## config.mk

```make
export PLATFORM = sky130hd
export DESIGN_NAME = tacp_parser
export DESIGN_NICKNAME = d
export VERILOG_FILES = /design/src/tacp_pkg.sv /design/src/tacp_parser.sv /design/src/tacp_sync.sv
export VERILOG_INCLUDE_DIRS = /design/src
export SDC_FILE = /design/constraint.sdc
export NUM_CORES = 1
export LEC_CHECK = 0
export BUFFER_PORTS_ARGS = -buffer_cell sky130_fd_sc_hd__buf_2
export CAP_MARGIN = 30
export CORE_ASPECT_RATIO = 2
export CORE_MARGIN = 1.5
export CORE_UTILIZATION = 52
export CTS_CLUSTER_DIAMETER = 80
export DETAILED_ROUTE_END_ITERATION = 12
export HOLD_SLACK_MARGIN = 0.03
export PLACE_DENSITY = 0.82
export SYNTH_ARGS = -nofsm -noshare
export SYNTH_HDL_FRONTEND = slang
export SYNTH_SLANG_ARGS = --single-unit
```

## constraint.sdc

```tcl
create_clock -name pclk -period 2.5 [get_ports pclk]
set_clock_uncertainty 0.1 [all_clocks]
set_input_delay 0.25 -clock pclk [delete_from_list [all_inputs] [get_ports pclk]]
set_output_delay 0.25 -clock pclk [all_outputs]
set_load 0.1 [all_outputs]
```

## src/tacp_defines.svh

```systemverilog
/*
  Constants for the terminal attribute command parser: command codes,
  parameter codes, APB register offsets and field positions.
  Assumes it is included by bare name from files that need the values.
*/
`ifndef TACP_DEFINES_SVH
`define TACP_DEFINES_SVH

// Command stream codes
`define TACP_ESC 8'h1b
`define TACP_CMD_MENU 8'h57
`define TACP_CMD_CLEAR 8'h26
`define TACP_CMD_SIZE 8'h29
`define TACP_CMD_ENL 8'h2a
`define TACP_CMD_NORMAL 8'h21
`define TACP_CMD_INV_ON 8'h22
`define TACP_CMD_INV_OFF 8'h23
`define TACP_CMD_FL_ON 8'h24
`define TACP_CMD_FL_OFF 8'h25

// Parameter byte codes
`define TACP_PAR_0 8'h30
`define TACP_PAR_1 8'h31
`define TACP_PAR_ENL_MAX 8'h35
`define TACP_ENL_NONE 3'h0

// APB register byte offsets
`define TACP_ADDR_W 12
`define TACP_OFF_DATA 12'h000
`define TACP_OFF_CTRL 12'h004
`define TACP_OFF_STAT 12'h008
`define TACP_OFF_CNT 12'h00c

// Control register bits
`define TACP_CTRL_SWITCH 0
`define TACP_CTRL_ABORT 1

// Status register bits
`define TACP_ST_INV 0
`define TACP_ST_FL 1
`define TACP_ST_FLINV 2
`define TACP_ST_HALF 3
`define TACP_ST_ENL_LO 4
`define TACP_ST_ENL_HI 6
`define TACP_ST_PERMIT 8
`define TACP_ST_MENU 9
`define TACP_ST_MAINT 10
`define TACP_ST_BUSY 11

// Counter register fields
`define TACP_CNT_CLR_LO 0
`define TACP_CNT_IGN_LO 8

// Edges after reset release until the synchronised switch is loaded;
// two fill the synchroniser, the third takes the pin's real level
`define TACP_LOAD_WAIT 2'h3

`endif

```

## src/tacp_pkg.sv

```systemverilog
/*
  Types shared by the terminal attribute command parser.
  Assumes tacp_defines.svh supplies the numeric constants.
*/
`default_nettype none

package tacp_pkg;

  // Parser states, Gray coded along idle -> escape -> parameter
  typedef enum logic [1:0] {
    TACP_IDLE = 2'h0,
    TACP_ESC_SEEN = 2'h1,
    TACP_PARAM = 2'h3
  } tacp_state_t;

  // Whole register state of the parser
  typedef struct packed {
    tacp_state_t st;
    logic [7:0] cmd;
    logic inv;
    logic flash;
    logic half;
    logic [2:0] enl;
    logic permit;
    logic [1:0] ld_cnt;
    logic menu;
    logic maint;
    logic clr;
    logic txt_valid;
    logic [7:0] txt_byte;
    logic [7:0] n_clr;
    logic [7:0] n_ign;
    logic [31:0] prdata;
  } tacp_regs_t;

endpackage : tacp_pkg

`default_nettype wire

```

## src/tacp_parser.sv

```systemverilog
/*
  Terminal attribute command parser. Software feeds the host's command
  byte stream through an APB data register; escape sequences update the
  sticky display attributes, other bytes pass out as text tagged with
  the attributes in force. Also holds the system menu permission.
  Assumes a single pclk domain, APB master behaviour per the bus spec,
  and slow level pins for the menu switch and operator selections.
*/
`timescale 1ns/1ps
`default_nettype none

`include "tacp_defines.svh"

// Notes on behaviour
// - Menu command parameter 30h permits system menu, 31h suppresses it.
// - While menu permitted, operator may pick transmit or maintenance mode.
// - After reset, menu permission reloads from the menu permit switch.
// - Attributes stay in force until cancelled or replaced.
// - Escape then 26h erases all terminal text and graphics.
// - Registered screen stays underneath; only changed elements redraw.
// - Escape 29h then 30h gives 16x8 cell, 31h gives 8x8 cell.
// - Size applies to later characters until screen switch; default normal.
// - Enlargement scales later output until screen switch; default none.
// - Escape 21h clears inverse and flashing together.
// - Escape 22h sets inverse only.
// - Escape 23h clears inverse only, flashing kept.
// - Escape 24h sets flashing only.
// - Escape 25h clears flashing only, inverse kept.
// - Inverse plus flashing together renders as flashing inverse.
// - Screen shown or switched resets inverse and flashing to plain.
module tacp_parser (
  input wire logic pclk,
  input wire logic presetn,
  input wire logic psel,
  input wire logic penable,
  input wire logic pwrite,
  input wire logic [`TACP_ADDR_W-1:0] paddr,
  input wire logic [31:0] pwdata,
  output logic [31:0] prdata,
  output logic pready,
  output logic pslverr,
  input wire logic menu_permit_switch,
  input wire logic menu_request,
  input wire logic sel_transmit,
  input wire logic sel_maintenance,
  output logic menu_shown,
  output logic mode_maintenance,
  output logic terminal_clear,
  output logic text_valid,
  output logic [7:0] text_byte,
  output logic attr_inverse,
  output logic attr_flash,
  output logic attr_flash_inverse,
  output logic attr_half_size,
  output logic [2:0] attr_enlarge
);

  ////////////////////////////////////////////////////////////////////////
  // Pin synchronisers

  logic [3:0] pins_s;
  logic switch_s;
  logic menu_req_s;
  logic sel_tx_s;
  logic sel_mt_s;

  // Switch and operator keys are asynchronous to pclk
  tacp_sync #(
    .WIDTH(4)
  ) u_sync (
    .pclk(pclk),
    .presetn(presetn),
    .async_in({menu_permit_switch, menu_request, sel_transmit,
      sel_maintenance}),
    .sync_out(pins_s)
  );

  assign switch_s = pins_s[3];
  assign menu_req_s = pins_s[2];
  assign sel_tx_s = pins_s[1];
  assign sel_mt_s = pins_s[0];

  ////////////////////////////////////////////////////////////////////////
  // APB decode

  logic setup_rd;
  logic acc_wr;
  logic mapped;
  logic wr_data;
  logic wr_ctrl;
  logic [7:0] byte_in;

  // Zero wait states: every access completes in its first access cycle
  assign pready = 1'b1;

  // Only the four word offsets answer
  always_comb begin
    unique case (paddr)
      `TACP_OFF_DATA: mapped = 1'b1;
      `TACP_OFF_CTRL: mapped = 1'b1;
      `TACP_OFF_STAT: mapped = 1'b1;
      `TACP_OFF_CNT: mapped = 1'b1;
      default: mapped = 1'b0;
    endcase
  end

  // Error answer for unmapped offsets, during the access phase only
  assign pslverr = psel & penable & ~mapped;

  // Read data is latched in setup so it comes from a flip-flop
  assign setup_rd = psel & ~penable & ~pwrite;
  assign acc_wr = psel & penable & pwrite;
  assign wr_data = acc_wr & (paddr == `TACP_OFF_DATA);
  assign wr_ctrl = acc_wr & (paddr == `TACP_OFF_CTRL);
  assign byte_in = pwdata[7:0];

  ////////////////////////////////////////////////////////////////////////
  // State

  tacp_pkg::tacp_regs_t s_q;
  tacp_pkg::tacp_regs_t s_d;

  logic ld_done;
  logic is_enl_par;
  logic is_bin_par;
  logic [31:0] stat_word;
  logic [31:0] cnt_word;

  // Switch sample is trusted once the synchroniser has filled
  assign ld_done = (s_q.ld_cnt == `TACP_LOAD_WAIT);

  // Parameter range checks
  assign is_bin_par = (byte_in == `TACP_PAR_0) | (byte_in == `TACP_PAR_1);
  assign is_enl_par = (byte_in >= `TACP_PAR_0) &
    (byte_in <= `TACP_PAR_ENL_MAX);

  // Status word assembly
  always_comb begin
    stat_word = '0;
    stat_word[`TACP_ST_INV] = s_q.inv;
    stat_word[`TACP_ST_FL] = s_q.flash;
    stat_word[`TACP_ST_FLINV] = s_q.inv & s_q.flash;
    stat_word[`TACP_ST_HALF] = s_q.half;
    stat_word[`TACP_ST_ENL_HI:`TACP_ST_ENL_LO] = s_q.enl;
    stat_word[`TACP_ST_PERMIT] = s_q.permit;
    stat_word[`TACP_ST_MENU] = s_q.menu;
    stat_word[`TACP_ST_MAINT] = s_q.maint;
    stat_word[`TACP_ST_BUSY] = (s_q.st != tacp_pkg::TACP_IDLE);
  end

  // Event counters word
  always_comb begin
    cnt_word = '0;
    cnt_word[`TACP_CNT_CLR_LO +: 8] = s_q.n_clr;
    cnt_word[`TACP_CNT_IGN_LO +: 8] = s_q.n_ign;
  end

  ////////////////////////////////////////////////////////////////////////
  // Next state

  always_comb begin
    s_d = s_q;
    s_d.clr = 1'b0;
    s_d.txt_valid = 1'b0;

    // Read data capture in the setup phase
    if (setup_rd) begin
      unique case (paddr)
        `TACP_OFF_STAT: s_d.prdata = stat_word;
        `TACP_OFF_CNT: s_d.prdata = cnt_word;
        default: s_d.prdata = '0;
      endcase
    end

    // Permission reload from the switch after reset
    if (!ld_done) begin
      s_d.ld_cnt = s_q.ld_cnt + 2'h1;
      s_d.permit = switch_s;
    end

    // Menu visible only while permitted; selection only while visible
    s_d.menu = s_q.permit & menu_req_s & ld_done;
    if (s_q.menu) begin
      if (sel_mt_s) begin
        s_d.maint = 1'b1;
      end else if (sel_tx_s) begin
        s_d.maint = 1'b0;
      end
    end

    // Screen switch returns the size, scale and attributes to defaults
    if (wr_ctrl && pwdata[`TACP_CTRL_SWITCH]) begin
      s_d.inv = 1'b0;
      s_d.flash = 1'b0;
      s_d.half = 1'b0;
      s_d.enl = `TACP_ENL_NONE;
    end

    // Abort drops a half-received sequence
    if (wr_ctrl && pwdata[`TACP_CTRL_ABORT]) begin
      s_d.st = tacp_pkg::TACP_IDLE;
    end

    // Command byte stream
    if (wr_data) begin
      unique case (s_q.st)
        tacp_pkg::TACP_IDLE: begin
          if (byte_in == `TACP_ESC) begin
            s_d.st = tacp_pkg::TACP_ESC_SEEN;
          end else begin
            // Text carries whatever attributes are in force
            s_d.txt_valid = 1'b1;
            s_d.txt_byte = byte_in;
          end
        end
        tacp_pkg::TACP_ESC_SEEN: begin
          s_d.st = tacp_pkg::TACP_IDLE;
          s_d.cmd = byte_in;
          unique case (byte_in)
            `TACP_CMD_MENU: s_d.st = tacp_pkg::TACP_PARAM;
            `TACP_CMD_SIZE: s_d.st = tacp_pkg::TACP_PARAM;
            `TACP_CMD_ENL: s_d.st = tacp_pkg::TACP_PARAM;
            `TACP_CMD_CLEAR: begin
              // Only the terminal layer is wiped, the screen stays
              s_d.clr = 1'b1;
              s_d.n_clr = s_q.n_clr + 8'h01;
            end
            `TACP_CMD_NORMAL: begin
              s_d.inv = 1'b0;
              s_d.flash = 1'b0;
            end
            `TACP_CMD_INV_ON: s_d.inv = 1'b1;
            `TACP_CMD_INV_OFF: s_d.inv = 1'b0;
            `TACP_CMD_FL_ON: s_d.flash = 1'b1;
            `TACP_CMD_FL_OFF: s_d.flash = 1'b0;
            default: begin
              s_d.n_ign = s_q.n_ign + 8'h01;
            end
          endcase
        end
        tacp_pkg::TACP_PARAM: begin
          s_d.st = tacp_pkg::TACP_IDLE;
          if (s_q.cmd == `TACP_CMD_MENU && is_bin_par) begin
            s_d.permit = (byte_in == `TACP_PAR_0);
          end else if (s_q.cmd == `TACP_CMD_SIZE && is_bin_par) begin
            s_d.half = (byte_in == `TACP_PAR_1);
          end else if (s_q.cmd == `TACP_CMD_ENL && is_enl_par) begin
            s_d.enl = byte_in[2:0];
          end else begin
            // Out of range parameter leaves every setting alone
            s_d.n_ign = s_q.n_ign + 8'h01;
          end
        end
        default: begin
          s_d.st = tacp_pkg::TACP_IDLE;
        end
      endcase
    end
  end

  ////////////////////////////////////////////////////////////////////////
  // Registers

  // Constants only under reset; the switch is taken after release
  always_ff @(posedge pclk or negedge presetn) begin
    if (!presetn) begin
      s_q.st <= tacp_pkg::TACP_IDLE;
      s_q.cmd <= 8'h00;
      s_q.inv <= 1'b0;
      s_q.flash <= 1'b0;
      s_q.half <= 1'b0;
      s_q.enl <= `TACP_ENL_NONE;
      s_q.permit <= 1'b0;
      s_q.ld_cnt <= 2'h0;
      s_q.menu <= 1'b0;
      s_q.maint <= 1'b0;
      s_q.clr <= 1'b0;
      s_q.txt_valid <= 1'b0;
      s_q.txt_byte <= 8'h00;
      s_q.n_clr <= 8'h00;
      s_q.n_ign <= 8'h00;
      s_q.prdata <= 32'h0000_0000;
    end else begin
      s_q <= s_d;
    end
  end

  ////////////////////////////////////////////////////////////////////////
  // Outputs, all from flip-flops except attr_flash_inverse, an AND of two of them

  assign prdata = s_q.prdata;
  assign menu_shown = s_q.menu;
  assign mode_maintenance = s_q.maint;
  assign terminal_clear = s_q.clr;
  assign text_valid = s_q.txt_valid;
  assign text_byte = s_q.txt_byte;
  assign attr_inverse = s_q.inv;
  assign attr_flash = s_q.flash;
  assign attr_flash_inverse = s_q.inv & s_q.flash;
  assign attr_half_size = s_q.half;
  assign attr_enlarge = s_q.enl;

endmodule : tacp_parser

`default_nettype wire

```

## src/tacp_sync.sv

```systemverilog
/*
  Two-stage synchroniser for a group of slow level inputs.
  Assumes the inputs are quasi-static pins from outside the pclk domain.
*/
`timescale 1ns/1ps
`default_nettype none

module tacp_sync #(
  parameter int WIDTH = 1
) (
  input wire logic pclk,
  input wire logic presetn,
  input wire logic [WIDTH-1:0] async_in,
  output logic [WIDTH-1:0] sync_out
);

  logic [WIDTH-1:0] meta_q;
  logic [WIDTH-1:0] sync_q;

  // First stage feeds only the second stage
  always_ff @(posedge pclk or negedge presetn) begin
    if (!presetn) begin
      meta_q <= '0;
      sync_q <= '0;
    end else begin
      meta_q <= async_in;
      sync_q <= meta_q;
    end
  end

  assign sync_out = sync_q;

endmodule : tacp_sync

`default_nettype wire

```

# Word level (Yosys, flattened, before mapping)

Index checks and enable logic that the tools add are counted.

Add/subtract/negate cells: 3
Bitwise gates (word level): 16
Magnitude comparators: 2
Eq/ne operators: 25
Reductions and logical operators: 20
Multiplexer cells: 32

Operators with widths:

| cell                | count |
|---|---|
| $eq 8x6->1 const B  | 12 |
| $mux 8              | 6 |
| $pmux 16 s2         | 1 |
| $mux 26             | 1 |
| $eq 12x4->1 const B | 2 |
| $mux 9              | 2 |
| $mux 17             | 1 |
| $add 8x1->8 const B | 2 |
| $eq 8x7->1 const B  | 2 |
| $pmux 8 s2          | 1 |
| $eq 12x3->1 const B | 1 |
| $logic_not 12->1    | 1 |
| $and 1x1->1         | 11 |
| $mux 10             | 1 |
| $mux 3              | 3 |
| $reduce_or 9->1     | 1 |
| $eq 8x5->1 const B  | 1 |
| $ge 8x6->1 const B  | 1 |
| $le 8x6->1 const B  | 1 |
| $ne 2x2->1 const B  | 4 |
| $mux 1              | 7 |
| $mux 2              | 3 |
| $mux 6              | 1 |
| $reduce_and 3->1    | 2 |
| 17 further kinds    | 30 |

Input bits: 53
Register bits after elaboration: 87
Output and inout port bits: 53
Word-level logic and storage cells: 116

# Longest topological paths before layout

Word-level depth: 10
Depth in mapped cells: 8
Mapped depth without buffers: 6

# Cells and area by module

From an unflattened synthesis, not the netlist that was laid out.

Cell total of the unflattened synthesis: 326
Area, all modules: 3540.9 um^2

Modules (own cells, without submodules):

| module      | cells an instance | times used | area an instance (um^2) | sequential area each (um^2) |
|---|---|---|---|---|
| tacp_parser | 318               | 1          | 3340.7                  | 1576.5 |
| tacp_sync   | 8                 | 1          | 200.2                   | 200.2 |

# Least setup slack after synthesis

OpenSTA, ideal clock, no wires.

Path kind: input to register
Start point: in paddr[5]
End point: reg s_q[73] in the netlist's numbering
Path slack: 0.106 ns
Stages on the path: 4
Arrival: 2.169 ns
Buffers on the path: 0
Setup time: 0.125 ns
Data required time: 2.275 ns
Cells stage by stage: or4_4 > or4_4 > nor4_4 > mux2_2

Word-level cells in the longest chain between the ends: 3

RTL lines:

| element                           | RTL line           | RTL |
|---|---|---|
| from (decl)                       | tacp_parser.sv:37  | `` input wire logic [`TACP_ADDR_W-1:0] paddr, `` |
| $logic_not 12->1                  | --                 |  |
| $and 1x1->1                       | tacp_parser.sv:113 | `` assign wr_data = acc_wr & (paddr == `TACP_OFF_DATA); `` |
| $reduce_and 2->1 (no source line) | --                 |  |
| to (decl)                         | tacp_parser.sv:120 | `tacp_pkg::tacp_regs_t s_q;` |

Every way passes these cells.
A chain may end at the register's enable or synchronous reset.

# Worst setup path in the final report

Start point: in paddr[5]
End point: out pslverr

Word-level cells in the longest chain between the ends: 5
Elaborated cells on any way between the ends: 8
Classes of those cells: eq/ne (3); mux (1); bitwise (2); reduce/logical (2)

RTL lines:

| element                              | RTL line           | RTL |
|---|---|---|
| $eq 12x3->1 (tied with other cells)  | tacp_parser.sv:98  | `unique case (paddr)` |
| $reduce_or 4->1 (no source line) (*) | --                 |  |
| $mux 1 (*)                           | tacp_parser.sv:98  |  |
| $not 1->1 (*)                        | tacp_parser.sv:108 | `assign pslverr = psel & penable & ~mapped;` |
| $and 1x1->1 (*)                      | tacp_parser.sv:108 |  |
| to (decl)                            | tacp_parser.sv:41  | `output logic pslverr,` |

Every way passes the cells marked *; elsewhere a longest branch is shown, timed or not.

==> impl_metrics.ini <==
[die]
die_y_um = 121
dieArea_mm2 = 0.00747
initial_core_util = 0.540
core.rowCount = 42
num_io_pins = 106
die_x_um = 61.9
core_mm2 = 0.00667

[cells_and_area]
drive_above_1_share = 0.297
nNetsFinal = 455
n_antenna_cell = 0
fin_area_mm2 = 0.00419
fin_util = 0.628
multi_input_area_mm2 = 0.00147
regArea_mm2 = 0.00178
syn_to_final_growth_pct = 16.4
fillers = 569

[synth]
yosys.area_share.simple = 0.195
synth_enable_flop_cells = 0
synth_top_area_share = 0.493
yosys.area.top_type = dfrtp_1
synthTopCellsByCount = 71 x dfrtp_1, 44 x buf_4, 24 x nand2_1
syn_avg_cell_area_um2 = 10.4
synthTopCellsByArea = dfrtp_1 49%, buf_4 9.2%, mux2_2 5.3%, xnor2_1 3.4%, a22oi_1 2.5%
postSynth.asyncResetShare = 1.00
seq_area_frac_synth = 0.493
synth_top_family_by_area = simple AND/OR/NAND/NOR gates
syn_area_mm2 = 0.00360
yosysMostFrequentCell = dfrtp_1
yosys.cell_types.count = 45
synth-xor-area-share = 0.0389
synthCells = 345
yosys_warnings = 0
ys.flop_type = dfrtp_1
synth_compound_area_frac = 0.0827
synthAdderAreaFrac = 0.0104
post_synth_mux_area_share = 0.0615
synth_seq_cells = 71

[worst_setup_path]
start_kind = primary input
path_class = in -> out
end_kind = output port
worstPathArrival_ns = 1.95
cp_data_required_time_ns = 2.15
critPathMaxFanout = 4

[flow_run]
cap_violations = 0

[timing]
post-route-min-period_ns = 2.30
final-max-slew-violation-count = 0
fin_crit_sh = 0.921
hold_viol = 0
max_slew_margin = 0.496
layout_setup_ws_ns = 0.197
worst_slew_pin_slew_ns = 0.738
fmax_mhz = 434
timing.setup.tns_ns = 0
grt_setup_unrepaired = false
setup_violations = 0

[power_and_ir_drop]
power_leakage_uw = 0.00199
power_uw = 2970
peakVddDrop_mv = 0.532
p_per_area_mw_per_mm2 = 709

[global_routing]
grt.total_usage = 0.229
antenna_found_initial = 0
grt_pass1_vias = 2741
grt_pass1_wl_um = 12500
grt_max_degree = 72
grt_overflow_total = 0

[placement]
dp_hpwl_um = 5430
port_buffers = 64
dp_slack_ns = -0.0323
place_congestion = 0.935
placed_cell_area_mm2 = 0.00385

[outcome]
status = finished clean

[clock_tree]
clk_path_buf_depth = 2
clk_latency_ns = 0.33
cts_buffers = 9
cts-root-buf = clkbuf_16
cts_sinks = 71
clk_pin_slew_ns = 0.05
tritoncts = built
post_cts_buffers = 0
ctsHtreeMaxLevel = 3
cts_resized = 0

[route]
drc = 0
drtAntennaViolNets = 0
vias = 2705
wl_um = 7590
vias_per_cell = 5.50
wire_per_inst_um = 15.4
drt_pass1_iterations = 4
drt_iter0_markers = 151

[hold_path]
hp-class = in -> reg
-- per-layer routing --
layer,track usage,part of all wire,vias up
met5,0,0,-
met4,0.138,0.042,0
met3,0.0684,0.040,27
met2,0.391,0.56,84
met1,0.229,0.36,1327
li1,-,-,1267
-- state kept, by name (all words and copies together) (netlist names) --
name,flops
attr_flash,1
text_valid,1
prdata,16
mode_maintenance,1
attr_half_size,1
cnt_word,16
s_q,13
attr_enlarge,3
terminal_clear,1
u_sync.sync_out,4
u_sync.meta_q,4
menu_shown,1
attr_inverse,1
text_byte,8
-- stage by stage --
step	cells	hold WS, ns
after floorplan	360	-0.146
after global placement	471	0.198
after detailed placement	471	0.216
after CTS	492	0.0622
after global routing	492	0.0890
final	492	0.0801
-- cell type report --
cell class                 count  area share
sequential                    71       0.424
multi-input combinational    221       0.350
timing repair buffer          86       0.122
clock buffer                  12      0.0588
tap                           88      0.0263
clock inverter                 4      0.0107
inverter                      10     0.00895
-- report_power, final --
group / internal, µW / switching (µW)
registers: 1190 / 18.9
logic: 76.3 / 450
clock network: 793 / 446
total: 2060 / 915
-- placed cells by master, fill, tap and decap left out, types with 10 or more instances in the layout --
master	instances
xnor2_1	14
a21oi_1	14
conb_1	17
nand2_1	24
buf_2	64
buf_4	16
nor2_1	19
a22oi_1	12
nand3_1	14
dfrtp_1	71
mux2_2	17
and3_1	12
inv_1	10
o21ai_0	13
-- what timing repair did --
item                                   4_1_cts  5_1_grt
endpoints found under the hold margin       75        0
hold buffers                                 5        0
setup endpoints to repair                    0        0
-- cells by family after synthesis --
group,count (synthesis)
xor+xnor,16
simple gates,117
other cells,2
buf+inv,68
compound gates,48
mux,20
fa+ha+maj,3
flops,71
-- worst max-delay path: stages --
cell and delay [ns]:
buf_2 0.10, or4_4 0.56, or4_4 0.56, and3_1 0.20, buf_2 0.28
-- path summary, 6_finish.rpt --
kind	startpoint	end	slack (ns)	cells after the start
max	paddr[5]	pslverr	0.20	5
min	paddr[2]	s_q[77]	0.08	2
max reg2reg	s_q[78]	cnt_word[9]	0.34	4
min reg2reg	u_sync.meta_q[1]	u_sync.sync_out[1]	0.25	0
max in group asynchronous	presetn	s_q[62]	1.62	3
min in group asynchronous	presetn	text_byte[7]	0.36	3
No activity file was read; power rests on OpenSTA's default activity.
